===== src/rtl/lt_coef_params.svh =====
`ifndef LT_COEF_PARAMS_SVH
`define LT_COEF_PARAMS_SVH

// Register word indices, byte address is index times four
`define CTRL_IDX        10'h0D0
`define WINDOW_IDX      10'h0D3
`define COEF_IDX        10'h0D4

// Control register fields
`define OVRD_BIT        16

// Error window register fields
`define RAW_LSB         0
`define RAW_MSB         9
`define K_LSB           10
`define K_MSB           19
`define M_LSB           20
`define M_MSB           29

// Local coefficient register fields
`define REQ_LSB         0
`define REQ_MSB         5
`define INIT_BIT        6
`define PRESET_BIT      7
`define RPT_LSB         8
`define RPT_MSB         13

// Reset values
`define K_RESET_HW      10'h015
`define K_RESET_SIM     10'h000
`define RAW_RESET_HW    10'h000
`define RAW_RESET_SIM   10'h003
`define M_RESET         10'h000

// Request subfield encoding
`define TAP_HOLD        2'h0
`define TAP_INC         2'h1
`define TAP_DEC         2'h2
`define TAP_RSVD        2'h3

// Frames per counting unit, minus one
`define FRAME_LAST      20'h00000
`define KILO_LAST       20'h003E7
`define MEGA_LAST       20'hF423F

`endif


===== src/rtl/lt_types_pkg.sv =====
`default_nettype none

package lt_types_pkg;

    typedef enum logic [1:0] {
        SCALE_FRAMES,
        SCALE_KILO,
        SCALE_MEGA
    } window_scale_t;

    typedef enum logic {
        WIN_IDLE,
        WIN_COUNT
    } window_state_t;

endpackage

`default_nettype wire


===== src/rtl/ber_window_counter.sv =====
`default_nettype none
`include "lt_coef_params.svh"

module ber_window_counter (
    input  wire logic                       clock_in,
    input  wire logic                       resetn_in,
    input  wire logic                       step_start_in,
    input  wire logic                       frame_in,
    input  wire lt_types_pkg::window_scale_t scale_in,
    input  wire logic [9:0]                 count_in,
    output logic                            busy_out,
    output logic                            window_done_out
);

    lt_types_pkg::window_state_t state_reg, state_next;
    lt_types_pkg::window_scale_t scale_reg, scale_next;
    logic [19:0]                 pre_reg, pre_next;
    logic [9:0]                  units_reg, units_next;
    logic [9:0]                  target_reg, target_next;
    logic                        done_reg, done_next;
    logic [19:0]                 unit_last;

    always_comb begin
        case (scale_reg)
            lt_types_pkg::SCALE_MEGA: unit_last = `MEGA_LAST;
            lt_types_pkg::SCALE_KILO: unit_last = `KILO_LAST;
            default:                  unit_last = `FRAME_LAST;
        endcase
    end

    always_comb begin
        state_next  = state_reg;
        scale_next  = scale_reg;
        pre_next    = pre_reg;
        units_next  = units_reg;
        target_next = target_reg;
        done_next   = 1'b0;
        // Settings are latched so a mid-step write cannot stretch a window
        if (step_start_in) begin
            state_next  = lt_types_pkg::WIN_COUNT;
            scale_next  = scale_in;
            pre_next    = 20'h00000;
            units_next  = 10'h000;
            target_next = (count_in == 10'h000) ? 10'h001 : count_in;
        end else begin
            case (state_reg)
                lt_types_pkg::WIN_IDLE: begin
                    state_next = lt_types_pkg::WIN_IDLE;
                end
                lt_types_pkg::WIN_COUNT: begin
                    if (frame_in) begin
                        if (pre_reg == unit_last) begin
                            pre_next   = 20'h00000;
                            units_next = units_reg + 10'h001;
                            if (units_next == target_reg) begin
                                done_next  = 1'b1;
                                state_next = lt_types_pkg::WIN_IDLE;
                            end
                        end else begin
                            pre_next = pre_reg + 20'h00001;
                        end
                    end
                end
                default: state_next = lt_types_pkg::WIN_IDLE;
            endcase
        end
    end

    always_ff @(posedge clock_in or negedge resetn_in) begin
        if (!resetn_in) begin
            state_reg  <= lt_types_pkg::WIN_IDLE;
            scale_reg  <= lt_types_pkg::SCALE_FRAMES;
            pre_reg    <= 20'h00000;
            units_reg  <= 10'h000;
            target_reg <= 10'h001;
            done_reg   <= 1'b0;
        end else begin
            state_reg  <= state_next;
            scale_reg  <= scale_next;
            pre_reg    <= pre_next;
            units_reg  <= units_next;
            target_reg <= target_next;
            done_reg   <= done_next;
        end
    end

    assign busy_out        = (state_reg == lt_types_pkg::WIN_COUNT);
    assign window_done_out = done_reg;

endmodule

`default_nettype wire


===== src/rtl/coef_request_decode.sv =====
`default_nettype none
`include "lt_coef_params.svh"

module coef_request_decode (
    input  wire logic [5:0] request_in,
    output logic      [2:0] tap_inc_out,
    output logic      [2:0] tap_dec_out,
    output logic            reserved_out
);

    logic [2:0] tap_rsvd;

    // Tap 0 is pre, 1 is main, 2 is post
    genvar t;
    generate
        for (t = 0; t < 3; t++) begin : g_tap
            assign tap_inc_out[t] = (request_in[2*t +: 2] == `TAP_INC);
            assign tap_dec_out[t] = (request_in[2*t +: 2] == `TAP_DEC);
            assign tap_rsvd[t]    = (request_in[2*t +: 2] == `TAP_RSVD);
        end
    endgenerate

    assign reserved_out = |tap_rsvd;

endmodule

`default_nettype wire


===== src/rtl/link_training_ber_and_coef_regs.sv =====
`default_nettype none
`include "lt_coef_params.svh"

// How it works
// - Ten-bit thousands field sets thousands of frames checked per equalization step while millions is zero.
// - Thousands field resets to 0x15 in hardware builds, zero in simulation.
// - Ten-bit millions field sets millions of frames checked per equalization step.
// - Six-bit local request field mirrors the first transmitted training word.
// - Local request fields are read-only unless coefficient override is enabled.
// - Each two-bit tap request: 00 hold, 01 increment, 10 decrement, 11 reserved.
// - Initialize request bit asks the partner to initialize its equalizer.
// - Preset request bit asks the partner to switch equalization off.
// - Read-only local report field shows the second word last transmitted.
// - Raw frame-count field sets the window only while thousands and millions are both zero.
module link_training_ber_and_coef_regs #(
    parameter bit SIM_BUILD = 1'b0
) (
    input  wire logic        clock_in,
    input  wire logic        resetn_in,
    input  wire logic        psel_in,
    input  wire logic        penable_in,
    input  wire logic        pwrite_in,
    input  wire logic [11:0] paddr_in,
    input  wire logic [31:0] pwdata_in,
    input  wire logic [3:0]  pstrb_in,
    output logic      [31:0] prdata_out,
    output logic             pready_out,
    output logic             pslverr_out,
    input  wire logic [5:0]  engine_coef_request_in,
    input  wire logic        engine_init_request_in,
    input  wire logic        engine_preset_request_in,
    input  wire logic        frame_sent_in,
    input  wire logic [5:0]  sent_report_in,
    input  wire logic        step_start_in,
    input  wire logic        rx_frame_in,
    output logic      [5:0]  coef_request_out,
    output logic             init_request_out,
    output logic             preset_request_out,
    output logic             override_enable_out,
    output logic      [2:0]  tap_inc_out,
    output logic      [2:0]  tap_dec_out,
    output logic             request_reserved_out,
    output logic      [1:0]  window_scale_out,
    output logic      [9:0]  window_count_out,
    output logic             window_busy_out,
    output logic             window_done_out
);

    localparam logic [9:0] K_RESET   = SIM_BUILD ? `K_RESET_SIM : `K_RESET_HW;
    localparam logic [9:0] RAW_RESET = SIM_BUILD ? `RAW_RESET_SIM : `RAW_RESET_HW;

    logic                        override_reg, override_next;
    logic [9:0]                  raw_reg, raw_next;
    logic [9:0]                  k_reg, k_next;
    logic [9:0]                  m_reg, m_next;
    logic [5:0]                  req_reg, req_next;
    logic                        init_reg, init_next;
    logic                        preset_reg, preset_next;
    logic [5:0]                  rpt_reg, rpt_next;
    lt_types_pkg::window_scale_t eff_scale_reg, eff_scale_next;
    logic [9:0]                  eff_count_reg, eff_count_next;
    logic [31:0]                 prdata_reg, prdata_next;

    logic [9:0]  word_idx;
    logic        mapped;
    logic        setup_phase;
    logic        wr_take;
    logic        wr_ctrl;
    logic        wr_window;
    logic        wr_coef;
    logic [31:0] wmask;
    logic [31:0] ctrl_word;
    logic [31:0] window_word;
    logic [31:0] coef_word;
    logic [31:0] rd_word;
    logic [31:0] ctrl_merged;
    logic [31:0] window_merged;
    logic [31:0] coef_merged;

    // Bus decode
    assign word_idx    = paddr_in[11:2];
    assign mapped      = (word_idx == `CTRL_IDX) || (word_idx == `WINDOW_IDX) || (word_idx == `COEF_IDX);
    assign setup_phase = psel_in && !penable_in;
    // No wait states: read data is caught in the setup cycle
    assign pready_out  = 1'b1;
    assign pslverr_out = psel_in && penable_in && !mapped;
    assign wr_take     = psel_in && penable_in && pwrite_in && pready_out;
    assign wr_ctrl     = wr_take && (word_idx == `CTRL_IDX);
    assign wr_window   = wr_take && (word_idx == `WINDOW_IDX);
    assign wr_coef     = wr_take && (word_idx == `COEF_IDX);

    genvar b;
    generate
        for (b = 0; b < 4; b++) begin : g_lane
            assign wmask[8*b +: 8] = {8{pstrb_in[b]}};
        end
    endgenerate

    always_comb begin
        ctrl_word            = 32'h00000000;
        ctrl_word[`OVRD_BIT] = override_reg;
    end

    assign window_word   = {2'h0, m_reg, k_reg, raw_reg};
    assign coef_word     = {18'h00000, rpt_reg, preset_reg, init_reg, req_reg};
    assign ctrl_merged   = (ctrl_word & ~wmask) | (pwdata_in & wmask);
    assign window_merged = (window_word & ~wmask) | (pwdata_in & wmask);
    assign coef_merged   = (coef_word & ~wmask) | (pwdata_in & wmask);

    always_comb begin
        case (word_idx)
            `CTRL_IDX:   rd_word = ctrl_word;
            `WINDOW_IDX: rd_word = window_word;
            `COEF_IDX:   rd_word = coef_word;
            default:     rd_word = 32'h00000000;
        endcase
    end

    always_comb begin
        prdata_next = prdata_reg;
        if (setup_phase && !pwrite_in) begin
            prdata_next = rd_word;
        end
    end

    // Configuration registers
    always_comb begin
        override_next = override_reg;
        raw_next      = raw_reg;
        k_next        = k_reg;
        m_next        = m_reg;
        if (wr_ctrl) begin
            override_next = ctrl_merged[`OVRD_BIT];
        end
        if (wr_window) begin
            raw_next = window_merged[`RAW_MSB:`RAW_LSB];
            k_next   = window_merged[`K_MSB:`K_LSB];
            m_next   = window_merged[`M_MSB:`M_LSB];
        end
    end

    // Local request follows the engine unless software overrides it
    always_comb begin
        req_next    = req_reg;
        init_next   = init_reg;
        preset_next = preset_reg;
        rpt_next    = rpt_reg;
        if (!override_reg) begin
            req_next    = engine_coef_request_in;
            init_next   = engine_init_request_in;
            preset_next = engine_preset_request_in;
        end else if (wr_coef) begin
            req_next    = coef_merged[`REQ_MSB:`REQ_LSB];
            init_next   = coef_merged[`INIT_BIT];
            preset_next = coef_merged[`PRESET_BIT];
        end
        if (frame_sent_in) begin
            rpt_next = sent_report_in;
        end
    end

    // Millions wins over thousands; raw count only when both are zero
    always_comb begin
        if (m_reg != 10'h000) begin
            eff_scale_next = lt_types_pkg::SCALE_MEGA;
            eff_count_next = m_reg;
        end else if (k_reg != 10'h000) begin
            eff_scale_next = lt_types_pkg::SCALE_KILO;
            eff_count_next = k_reg;
        end else begin
            eff_scale_next = lt_types_pkg::SCALE_FRAMES;
            eff_count_next = raw_reg;
        end
    end

    always_ff @(posedge clock_in or negedge resetn_in) begin
        if (!resetn_in) begin
            override_reg  <= 1'b0;
            raw_reg       <= RAW_RESET;
            k_reg         <= K_RESET;
            m_reg         <= `M_RESET;
            req_reg       <= 6'h00;
            init_reg      <= 1'b0;
            preset_reg    <= 1'b0;
            rpt_reg       <= 6'h00;
            eff_scale_reg <= lt_types_pkg::SCALE_FRAMES;
            eff_count_reg <= 10'h000;
            prdata_reg    <= 32'h00000000;
        end else begin
            override_reg  <= override_next;
            raw_reg       <= raw_next;
            k_reg         <= k_next;
            m_reg         <= m_next;
            req_reg       <= req_next;
            init_reg      <= init_next;
            preset_reg    <= preset_next;
            rpt_reg       <= rpt_next;
            eff_scale_reg <= eff_scale_next;
            eff_count_reg <= eff_count_next;
            prdata_reg    <= prdata_next;
        end
    end

    assign prdata_out          = prdata_reg;
    assign coef_request_out    = req_reg;
    assign init_request_out    = init_reg;
    assign preset_request_out  = preset_reg;
    assign override_enable_out = override_reg;
    assign window_scale_out    = eff_scale_reg;
    assign window_count_out    = eff_count_reg;

    coef_request_decode u_decode (
        .request_in   (req_reg),
        .tap_inc_out  (tap_inc_out),
        .tap_dec_out  (tap_dec_out),
        .reserved_out (request_reserved_out)
    );

    ber_window_counter u_window (
        .clock_in        (clock_in),
        .resetn_in       (resetn_in),
        .step_start_in   (step_start_in),
        .frame_in        (rx_frame_in),
        .scale_in        (eff_scale_reg),
        .count_in        (eff_count_reg),
        .busy_out        (window_busy_out),
        .window_done_out (window_done_out)
    );

    // Checks
    logic first_cycle_reg;

    always_ff @(posedge clock_in or negedge resetn_in) begin
        if (!resetn_in) begin
            first_cycle_reg <= 1'b1;
        end else begin
            first_cycle_reg <= 1'b0;
        end
    end
endmodule

`default_nettype wire


===== config.mk =====
export PLATFORM = sky130hd
export DESIGN_NAME = link_training_ber_and_coef_regs
export DESIGN_NICKNAME = d
export VERILOG_FILES = /design/src/rtl/lt_types_pkg.sv /design/src/rtl/ber_window_counter.sv /design/src/rtl/coef_request_decode.sv /design/src/rtl/link_training_ber_and_coef_regs.sv
export VERILOG_INCLUDE_DIRS = /design/src /design/src/rtl
export SDC_FILE = /design/constraint.sdc
export NUM_CORES = 1
export LEC_CHECK = 0
export ABC_AREA = 1
export BUFFER_PORTS_ARGS = -buffer_cell sky130_fd_sc_hd__buf_4
export CAP_MARGIN = 10
export CORE_UTILIZATION = 50
export DETAILED_ROUTE_END_ITERATION = 12
export GPL_TIMING_DRIVEN = 0
export PLACE_DENSITY_LB_ADDON = 0.05
export RECOVER_POWER = 50
export SETUP_SLACK_MARGIN = 0.2
export SYNTH_ARGS = -nofsm -noshare
export SYNTH_HDL_FRONTEND = slang
export SYNTH_SLANG_ARGS = --single-unit

===== constraint.sdc =====
create_clock -name clock_in -period 1.9 [get_ports clock_in]
set_clock_uncertainty 0.1 [all_clocks]
set_input_delay 0.095 -clock clock_in [delete_from_list [all_inputs] [get_ports clock_in]]
set_output_delay 0.095 -clock clock_in [all_outputs]
set_load 0.01 [all_outputs]

==> reports/metrics.csv, run 1 <==
metric,value,unit
status,"finished, violations left",
failing checks,setup timing,
pin slew with the least headroom to its limit,1160,ps
endpoints failing hold,0,
Buffers on Ports,126,
number of global-route vias before repair,6435,
Top Family by Delay on Critical Path,simple AND/OR/NAND/NOR gates,
Gate power share,9.8,%
fill cell instance count of the final layout,1036,
switching power share of the total,24.48,%
Total Nets Final,1161,
number of search-and-repair iterations in the first detailed-routing pass,5,
maximum number of pins on one net before global-route repair,87,
syn_area_per_cell,7.746,µm²
worst slack at placement,-133.2,ps
critical path cell sequence,inv_2 -> ha_4 -> inv_4 -> nand2_1 -> nand2_1 -> nor2_1 -> nand2_1 -> nor2_2 -> nand2_2 -> nand2_4 -> nand2_8 -> buf_4 -> nor3b_4,
"FF+latch count, synth",131,
Internal,5.153,mW
Iteration-0 DRC Markers,468,
number of clock buffers inserted by TritonCTS,17,
sequential element share of the synthesized area,48.83,%
worst setup slack after layout,-59.52,ps
met1 WL,8179,µm
ratio of cells with drive above 1 in the final layout,23.55,%
wire length of the first global-routing pass,31060,µm
highest clock rate,510.3,MHz
detailed-route DRC error count,0,
Critical R2R Capture,u_window.pre_reg[12]$_DFFE_PN0P_,
# diodes,0,
placer congestion estimate,0.9127,
initial antenna violation count,0,
area delta synth->final,39.60,%
DR WL/cell,14.84,µm
Post-synth ARST share,100.0,%
Power Dens Cells,726.9,nW/µm²
initial standard-cell utilization of the core,50.98,%
top-level I/O count,134,
CTS sink cnt,131,
Tcrit/Tclk final,103.1,%
H-tree depth,4,
Total Routing Usage GR,28.45,%
type of the worst setup path,reg2reg,
Final HPWL DP,13220,µm
worst-skew pair later-pin latency,420,ps
area fraction of the dominant cell type after synthesis,47.26,%
number of max-slew violations in the final report,0,
wire length on met2,9330,µm
most frequently used flop master after synthesis,dfrtp_1,
uppermost layer routed,met4,
count of yosys warnings during synthesis,0,
setup violators final,29,
worst rel slew slack,22.68,%
wire length reported by the detailed router,18940,µm
Hold Crit Start,pwrite_in,
cell occurring most often along the worst timing path,nand2_1,
critical path required time,2080,ps
clock network fraction of design power,47.9,%
signal arrival time at the worst endpoint,2140,ps
clock-pin slew on the worst setup and hold paths,60,ps
biggest cell delay along the critical path,370,ps
gate count after technology mapping,868,
routed vias/inst,5.149,
clock tree from TritonCTS,yes,
kind of launch point of the worst setup path,flop,
"critical path fanouts, max",5,
"buffers from clock root to sink, at most",2,
floorplan row count,42,
most area-consuming cells after synthesis,"dfrtp_1, nand2_1, inv_1",
residual overflow from global routing,0,
cell area after technology mapping,6724,µm²
shortest period the worst path allows,1960,ps
total number of vias,6570,
max-cap violation count,0,
depth of the worst register-to-register path,13,
worst setup slack for register-to-register paths,-60,ps
Worst Setup SP,u_window.scale_reg[0]$_DFFE_PN0P_,
class of the worst hold path,in2reg,
Detail Route met3 WL,912,µm
WHS Path Cells,4,
number of synthesized flops with an enable pin,0,
multi-input logic area,2938,µm²
hold endpoint,prdata_out[15]$_DFFE_PN0P_,
Leakage Power,4.771,nW
die outline area,13920,µm²
Die Ht,118.0,µm
switching power,1.670,mW
RSZ-0062 raised after global routing,true,
clock tree root driver cell,clkbuf_16,
worst flop-to-flop path startpoint,u_window.scale_reg[0]$_DFFE_PN0P_,
Seq. cell area,3286,µm²
worst-case vdd ir drop,0.6233,mV
Detail Route Antenna Nets,0,
core area,13190,µm²
library cell occupying the most area in the post-synthesis netlist,dfrtp_1,
type of element capturing the critical path,flop,
die extent in x,118.0,µm
Buf/Inv on CP,3,
Synth cell types,41,
critical-path cell with the highest stage delay,dfrtp_1,
Reg power frac,42.3,%
setup tns final,-929.1,ps
==> area by class of cell <==
class / instances / area share (%)
flip-flops and latches: 131 / 35.00
clock buffers: 19 / 4.719
plain buffers: 29 / 1.786
well taps: 176 / 2.346
repair buffers: 198 / 17.56
multi-input cells: 568 / 31.30
clock inverters: 13 / 1.586
inverters: 142 / 5.705
==> metal layers <==
| layer | track usage [%] | vias to the layer above |
|---|---|---|
| met4 | 10.42 | 0 |
| met1 | 35.30 | 3085 |
| met3 | 7.122 | 42 |
| met5 | 0 | - |
| li1 | - | 3239 |
| met2 | 47.90 | 204 |
==> tightest hold or removal path: stages <==
cell and delay (ps):
buf_4 90, nor3_2 50, inv_2 150, o31ai_1 100
==> how the worst max path moves through the flow <==
stage,depth (start not counted),slack (ps),endpoint
finish,13,-60,u_window.pre_reg[12]$_DFFE_PN0P_
floorplan,13,110,u_window.units_reg[0]$_DFFE_PN0P_
CTS,14,-40,u_window.pre_reg[2]$_DFFE_PN0P_
global route,14,-190,u_window.units_reg[2]$_DFFE_PN0P_
global placement,14,-120,u_window.units_reg[0]$_DFFE_PN0P_
detailed placement,14,-130,u_window.units_reg[0]$_DFFE_PN0P_
==> power by group through the flow <==
stage	registers, mW	logic (mW)	clock network (mW)
floorplan	2.93	0.254	0
global placement	2.93	0.518	0
detailed placement	2.93	0.531	0
CTS	2.88	0.639	3.30
global route	2.89	0.743	3.42
finish	2.89	0.672	3.27
==> cell usage in the layout, fill, tap and decap left out, types with 33 or more instances in the layout <==
| cell | synthesis | final |
|---|---|---|
| a21oi_1 | 33 | 33 |
| buf_4 | 5 | 133 |
| dfrtp_1 | 127 | 125 |
| dlygate4sd3_1 | 0 | 62 |
| inv_1 | 136 | 128 |
| nand2_1 | 229 | 218 |
| nand3_1 | 40 | 40 |
| nor2_1 | 73 | 69 |
| o21ai_0 | 64 | 42 |
==> synthesized netlist by cell type, types with 3 or more instances <==
cell type and count:
nor2_2 5, o221ai_1 9, nand3_1 40, xor2_1 6, inv_1 136, dfrtp_1 127
a21oi_1 33, nor3_1 8, nor2_1 73, buf_2 5, o31ai_1 15, o21ai_0 64
nand2_1 229, nand4_1 16, o21ai_2 8, inv_2 5, buf_4 5, and3_1 7
clkbuf_1 15, nor4_1 7, ha_1 4, nand2_2 5, dfstp_2 4, o22ai_1 15
a21oi_2 3
==> cell families after synthesis <==
group | Yosys count | share of synthesized area [%]
AOI/OAI and AO/OA | 151 | 13.29
other | 2 | 0.1117
and+or+nand+nor | 401 | 25.83
xor gates and xnor gates | 8 | 1.042
DFF | 131 | 48.83
adders and majority gates | 4 | 0.7444
buffers and inverters | 171 | 10.16
==> timing repair <==
item,in CTS,in global routing
setup buffers,4,4
cloned,1,1
pin swaps,5,10
endpoints found under the setup margin,37,43
endpoints found under the hold margin,184,0
resized for setup,18,57
hold buffers,62,0
==> per-stage QoR <==
step	instances	total power [mW]	area (µm²)	utilization (%)	hold WS, ps
2_1_floorplan	869	3.182	6761	-	-300.6
3_3_place_gp	1171	3.448	7928	60.10	203.8
3_5_place_dp	1172	3.461	7959	60.34	-50.40
4_1_cts	1271	6.816	9266	70.25	2.371
5_1_grt	1276	7.052	9387	71.16	21.55
6_report	1276	6.823	9387	71.16	13.29
No activity file was read; power rests on OpenSTA's default activity.
==> run 2: changes to the inputs <==
- TNS_END_PERCENT: not set -> 20
==> reports/metrics.csv, run 2 (synthesized netlist as in run 1, its figures left out) <==
metric,value,unit,change
status,"finished, violations left",,unchanged
failing checks,setup timing,,unchanged
worst-skew pair later-pin latency,430,ps,was 420 ps
routed vias/inst,5.148,,was 5.149
"critical path fanouts, max",6,,was 5
worst flop-to-flop path startpoint,u_window.scale_reg[0]$_DFFE_PN0P_,,unchanged
wire length of the first global-routing pass,31730,µm,was 31060 µm
setup violators final,26,,was 29
endpoints failing hold,0,,unchanged
number of global-route vias before repair,6511,,was 6435
worst rel slew slack,47.53,%,was 22.68%
Buf/Inv on CP,3,,unchanged
Leakage Power,4.793,nW,was 4.771 nW
class of the worst hold path,in2reg,,unchanged
floorplan row count,42,,unchanged
# diodes,0,,unchanged
RSZ-0062 raised after global routing,true,,unchanged
met3 usage in global routing,7.703,%,was 7.122%
met1 track demand over resource,34.27,%,was 35.30%
max-cap violation count,0,,unchanged
Buffers on Ports,126,,unchanged
Tcrit/Tclk final,103.4,%,was 103.1%
"buffers from clock root to sink, at most",2,,unchanged
detailed-route DRC error count,0,,unchanged
filler-free cell count of the finished design,1277,,was 1276
fin area,9356,µm²,was 9387 µm²
clock-pin slew on the worst setup and hold paths,60,ps,about the same
critical path cell sequence,buf_4 -> ha_4 -> inv_2 -> a21oi_1 -> nor2_1 -> nand2_1 -> nor2_2 -> nand2_2 -> nand2_4 -> nand2_8 -> buf_6 -> a21oi_2 -> a21oi_2,,was inv_2 -> ha_4 -> inv_4 -> nand2_1 -> nand2_1 -> nor2_1 -> nand2_1 -> nor2_2 -> nand2_2 -> nand2_4 -> nand2_8 -> buf_4 -> nor3b_4
fill cell instance count of the final layout,1054,,was 1036
type of element capturing the critical path,flop,,unchanged
die outline area,13920,µm²,unchanged
number of clock buffers inserted by TritonCTS,17,,unchanged
CTS sink cnt,131,,unchanged
"top library cells by usage in the layout, fill and taps aside","nand2_1, inv_1, buf_4, dfrtp_1, nor2_1",,"was nand2_1, buf_4, inv_1, dfrtp_1, nor2_1"
Iteration-0 DRC Markers,527,,was 468
Worst Setup SP,u_window.scale_reg[0]$_DFFE_PN0P_,,unchanged
Detail Route Antenna Nets,0,,unchanged
cell occurring most often along the worst timing path,a21oi_2,,was nand2_1
total number of vias,6574,,was 6570
clock tree root driver cell,clkbuf_16,,unchanged
core area,13190,µm²,unchanged
H-tree depth,4,,unchanged
pin slew with the least headroom to its limit,787.1,ps,was 1160 ps
placed cell count,1172,,unchanged
die extent in x,118.0,µm,unchanged
most common library cell in the layout ignoring fill and taps,nand2_1,,unchanged
type of the worst setup path,reg2reg,,unchanged
clock tree from TritonCTS,yes,,unchanged
area delta synth->final,39.15,%,was 39.60%
maximum number of pins on one net before global-route repair,104,,was 87
top-level I/O count,134,,unchanged
busiest grt layer,met2,,unchanged
Seq. cell area,3283,µm²,was 3286 µm²
placer congestion estimate,0.9249,,was 0.9127
Post-Place Cell Area,7951,µm²,was 7959 µm²
critical path required time,2110,ps,was 2080 ps
Total Routing Usage GR,29.28,%,was 28.45%
residual overflow from global routing,0,,unchanged
worst setup slack after layout,-64.48,ps,was -59.52 ps
Total Nets Final,1162,,was 1161
number of max-slew violations in the final report,0,,unchanged
biggest cell delay along the critical path,390,ps,was 370 ps
Fin Hold WS,20.46,ps,was 13.29 ps
ratio of cells with drive above 1 in the final layout,22.25,%,was 23.55%
Power Dens Cells,720.1,nW/µm²,was 726.9 nW/µm²
signal arrival time at the worst endpoint,2180,ps,was 2140 ps
setup tns final,-998.3,ps,was -929.1 ps
initial standard-cell utilization of the core,50.98,%,unchanged
global-route met2 utilization,50.63,%,was 47.90%
highest clock rate,509.0,MHz,was 510.3 MHz
kind of launch point of the worst setup path,flop,,unchanged
Final HPWL DP,13180,µm,was 13220 µm
Top Family by Delay on Critical Path,simple AND/OR/NAND/NOR gates,,unchanged
critical-path cell with the highest stage delay,dfrtp_1,,unchanged
multi-input logic area,2879,µm²,was 2938 µm²
Die Ht,118.0,µm,unchanged
worst-case vdd ir drop,0.6233,mV,about the same
Hold Crit Start,penable_in,,was pwrite_in
shortest period the worst path allows,1964,ps,was 1960 ps
DR WL/cell,15.34,µm,was 14.84 µm
number of search-and-repair iterations in the first detailed-routing pass,5,,unchanged
wire length reported by the detailed router,19590,µm,was 18940 µm
initial antenna violation count,1,,was 0
## run 2: power breakdown
part,switching (mW),leakage [nW],internal (mW)
registers,0.0386,1.55,2.84
clock network,1.27,0.275,1.93
logic,0.343,2.97,0.312
## run 2: cell type report
class / count / share of cell area [%]
well taps: 176 / 2.354
clock buffers: 20 / 4.667
plain buffers: 29 / 1.859
flip-flops and latches: 131 / 35.09
clock inverters: 12 / 1.391
multi-input cells: 567 / 30.77
inverters: 142 / 5.723
repair buffers: 200 / 18.15
## run 2: through the flow
step | setup WS [ps] | power, mW | util [%]
floorplan | 113.3 | 3.181 | -
global placement | -96.20 | 3.446 | 60.05
detailed placement | -129.1 | 3.460 | 60.28
CTS | -48.39 | 6.744 | 70.30
global route | -180.5 | 6.969 | 70.94
finish | -64.48 | 6.737 | 70.94
## run 2: path summary, 6_finish.rpt
path / slack [ps] / cells after the start / end
setup / recovery: -60 / 13 / u_window.units_reg[0]$_DFFE_PN0P_
hold / removal: 20 / 4 / prdata_out[29]$_DFFE_PN0P_
setup reg to reg: -60 / 13 / u_window.units_reg[0]$_DFFE_PN0P_
hold reg to reg: 380 / 2 / prdata_out[13]$_DFFE_PN0P_
max in group asynchronous: 240 / 3 / async pin
min in group asynchronous: 160 / 2 / u_window.units_reg[7]$_DFFE_PN0P_
## run 2: layer usage
metal  part of all wire [%]  vias up
met1                     41     3079
met2                     51      202
met5                      0        -
li1                       -     3235
met4                    2.9        0
met3                    4.8       58
## run 2: repair_timing
| action | in CTS | in global routing |
|---|---|---|
| hold buffers | 66 | 0 |
| cloned | 1 | 1 |
| endpoints found under the setup margin | 39 | 52 |
| pin swaps | 8 | 8 |
| resized for setup | 18 | 37 |
| setup buffers | 4 | 1 |
| hold endpoints to repair | 183 | 0 |
## run 2: tightest hold or removal path, delay by kind of cell
family                 cells  cell delay [ps]
and+or+nand+nor            1               60
buffers and inverters      2              250
AOI/OAI and AO/OA          1              100
==> run 3: changes to the inputs <==
- CTS_CLUSTER_SIZE: not set -> 12
- PLACE_DENSITY: not set -> 0.76
- PLACE_DENSITY_LB_ADDON: 0.05 -> not set
- clock period: 1.9 -> 1.7 ns (I/O delays scaled with it)
==> reports/metrics.csv, run 3 (synthesized netlist as in run 1, its figures left out) <==
metric,value,unit,change
status,"finished, violations left",,unchanged
failing checks,setup timing,,unchanged
worst flop-to-flop path startpoint,u_window.scale_reg[0]$_DFFE_PN0P_,,unchanged
ratio of cells with drive above 1 in the final layout,25.64,%,was 22.25%
Total Routing Usage GR,29.90,%,was 29.28%
cell occurring most often along the worst timing path,a21oi_2,,unchanged
switching power share of the total,24.15,%,was 24.48%
placer congestion estimate,0.9282,,was 0.9249
depth of the worst register-to-register path,13,,unchanged
floorplan row count,42,,unchanged
Gate power share,9.8,%,was 9.7%
Post-Place Cell Area,7954,µm²,was 7951 µm²
number of search-and-repair iterations in the first detailed-routing pass,5,,unchanged
Iteration-0 DRC Markers,515,,was 527
fin area,9455,µm²,was 9356 µm²
wire length of the first global-routing pass,32570,µm,was 31730 µm
"buffers from clock root to sink, at most",2,,unchanged
number of global-route vias before repair,6708,,was 6511
critical path required time,1900,ps,was 2110 ps
pin slew with the least headroom to its limit,788.7,ps,was 787.1 ps
Die Ht,118.0,µm,unchanged
biggest cell delay along the critical path,390,ps,about the same
endpoints failing hold,0,,unchanged
Tcrit/Tclk final,119.8,%,was 103.4%
H-tree depth,4,,unchanged
critical path cell sequence,buf_4 -> ha_4 -> inv_1 -> a21oi_1 -> nor2_1 -> nand2_1 -> nor2_2 -> nand2_2 -> nand2_4 -> nand2_8 -> buf_6 -> a21oi_2 -> a21oi_2,,was buf_4 -> ha_4 -> inv_2 -> a21oi_1 -> nor2_1 -> nand2_1 -> nor2_2 -> nand2_2 -> nand2_4 -> nand2_8 -> buf_6 -> a21oi_2 -> a21oi_2
initial standard-cell utilization of the core,50.98,%,unchanged
Total Nets Final,1157,,was 1162
"critical path fanouts, max",5,,was 6
switching power,1.853,mW,was 1.649 mW
placed cell count,1172,,unchanged
Critical R2R Capture,u_window.units_reg[0]$_DFFE_PN0P_,,unchanged
worst-case vdd ir drop,0.7177,mV,was 0.6233 mV
Buffers on Ports,126,,unchanged
number of max-slew violations in the final report,0,,unchanged
maximum number of pins on one net before global-route repair,103,,was 104
Power Dens Cells,811.5,nW/µm²,was 720.1 nW/µm²
number of clock buffers inserted by TritonCTS,17,,unchanged
Final HPWL DP,13350,µm,was 13180 µm
routed vias/inst,5.308,,was 5.148
Internal,5.820,mW,was 5.088 mW
area delta synth->final,40.62,%,was 39.15%
RSZ-0062 raised after global routing,true,,unchanged
Reg power frac,42.0,%,was 42.8%
top-level I/O count,134,,unchanged
die outline area,13920,µm²,unchanged
max-cap violation count,0,,unchanged
Detail Route Antenna Nets,0,,unchanged
worst rel slew slack,47.42,%,was 47.53%
DR WL/cell,15.79,µm,was 15.34 µm
critical-path cell with the highest stage delay,dfrtp_1,,unchanged
filler-free cell count of the finished design,1272,,was 1277
worst-skew pair later-pin latency,420,ps,was 430 ps
detailed-route DRC error count,0,,unchanged
Leakage Power,4.840,nW,was 4.793 nW
clock-pin slew on the worst setup and hold paths,60,ps,about the same
# diodes,0,,unchanged
shortest period the worst path allows,2037,ps,was 1964 ps
core area,13190,µm²,unchanged
total number of vias,6752,,was 6574
overall power,7.673,mW,was 6.737 mW
most common library cell in the layout ignoring fill and taps,nand2_1,,unchanged
clock tree from TritonCTS,yes,,unchanged
type of element capturing the critical path,flop,,unchanged
worst setup slack for register-to-register paths,-340,ps,was -60 ps
die extent in x,118.0,µm,unchanged
hold endpoint,u_window.pre_reg[1]$_DFFE_PN0P_,,was prdata_out[29]$_DFFE_PN0P_
initial antenna violation count,0,,was 1
kind of launch point of the worst setup path,flop,,unchanged
residual overflow from global routing,0,,unchanged
Fin Hold WS,25.63,ps,was 20.46 ps
clock network fraction of design power,48.2,%,was 47.5%
class of the worst hold path,in2reg,,unchanged
highest clock rate,490.9,MHz,was 509.0 MHz
clock tree root driver cell,clkbuf_16,,unchanged
Hold Crit Start,rx_frame_in,,was penable_in
worst setup slack after layout,-337.3,ps,was -64.48 ps
CTS sink cnt,131,,unchanged
wire length reported by the detailed router,20090,µm,was 19590 µm
signal arrival time at the worst endpoint,2240,ps,was 2180 ps
type of the worst setup path,reg2reg,,unchanged
setup violators final,32,,was 26
WHS Path Cells,5,,was 4
setup tns final,-9223,ps,was -998.3 ps
"top library cells by usage in the layout, fill and taps aside","nand2_1, buf_4, dfrtp_1, inv_1, nor2_1",,"was nand2_1, inv_1, buf_4, dfrtp_1, nor2_1"
fill cell instance count of the final layout,986,,was 1054
## run 3: cell types whose count changed in the layout (fill, tap and decap cells not counted), moves of 4 or more
| cell | before | now |
|---|---|---|
| dlygate4sd3_1 | 65 | 57 |
| o21ai_2 | 12 | 26 |
| nand2_1 | 220 | 215 |
| nor2_1 | 71 | 67 |
| o21ai_1 | 13 | 7 |
| inv_1 | 132 | 122 |
| dlymetal6s4s_1 | 1 | 5 |
| o21ai_0 | 48 | 40 |
| inv_2 | 8 | 18 |
## run 3: worst max path at each step
stage	start	to	slack (ps)
2_1_floorplan	u_window.scale_reg[1]$_DFFE_PN0P_	u_window.units_reg[0]$_DFFE_PN0P_	-90
4_1_cts	u_window.scale_reg[0]$_DFFE_PN0P_	u_window.units_reg[0]$_DFFE_PN0P_	-260
6_report	u_window.scale_reg[0]$_DFFE_PN0P_	u_window.units_reg[0]$_DFFE_PN0P_	-340
3_5_place_dp	u_window.scale_reg[1]$_DFFE_PN0P_	u_window.pre_reg[7]$_DFFE_PN0P_	-360
5_1_grt	u_window.scale_reg[0]$_DFFE_PN0P_	u_window.units_reg[2]$_DFFE_PN0P_	-420
3_3_place_gp	u_window.scale_reg[1]$_DFFE_PN0P_	u_window.units_reg[0]$_DFFE_PN0P_	-340
## run 3: power groups by stage
stage,clock [mW],combinational (mW),sequential [mW]
floorplan,0,0.284,3.27
global placement,0,0.579,3.27
detailed placement,0,0.596,3.28
CTS,3.73,0.724,3.22
global route,3.88,0.826,3.23
finish,3.70,0.749,3.22
## run 3: layer usage
| metal | up-vias | share of wire (%) | global-route usage (%) |
|---|---|---|---|
| li1 | 3219 | - | - |
| met1 | 3205 | 40 | 34.60 |
| met2 | 270 | 51 | 51.95 |
| met3 | 58 | 5.5 | 6.831 |
| met4 | 0 | 4.0 | 14.82 |
| met5 | - | 0 | 0 |
## run 3: stage by stage
step	setup slack [ps]	util [%]
after CTS	-258.7	70.39
after detailed placement	-357.5	60.30
after global placement	-340.8	60.06
final	-337.3	71.68
after floorplan	-86.72	-
after global routing	-417.2	71.68
## run 3: timing repair
action	CTS	global route
endpoints found under the hold margin	182	0
setup endpoints to repair	42	52
resized for setup	47	63
pin swaps	24	34
hold buffers	62	0
setup buffers	4	1
gates cloned	1	0
## run 3: layout make-up
class	instances	area [µm²]	area share, %
well taps	176	220.2	2.329
inverters	142	535.5	5.664
plain buffers	29	178.9	1.892
clock inverters	10	121.4	1.284
clock buffers	22	474.2	5.015
repair buffers	195	1645	17.40
multi-input cells	567	2997	31.69
flip-flops and latches	131	3283	34.72
## run 3: worst max-delay path: cells and delay by family (launching register included)
kind                     cells  cell delay [ps]
AO/OA/AOI/OAI                3              200
adder cells (fa/ha/maj)      1              160
buffers and inverters        3              400
flip-flops                   1              390
AND/OR/NAND/NOR              6              660
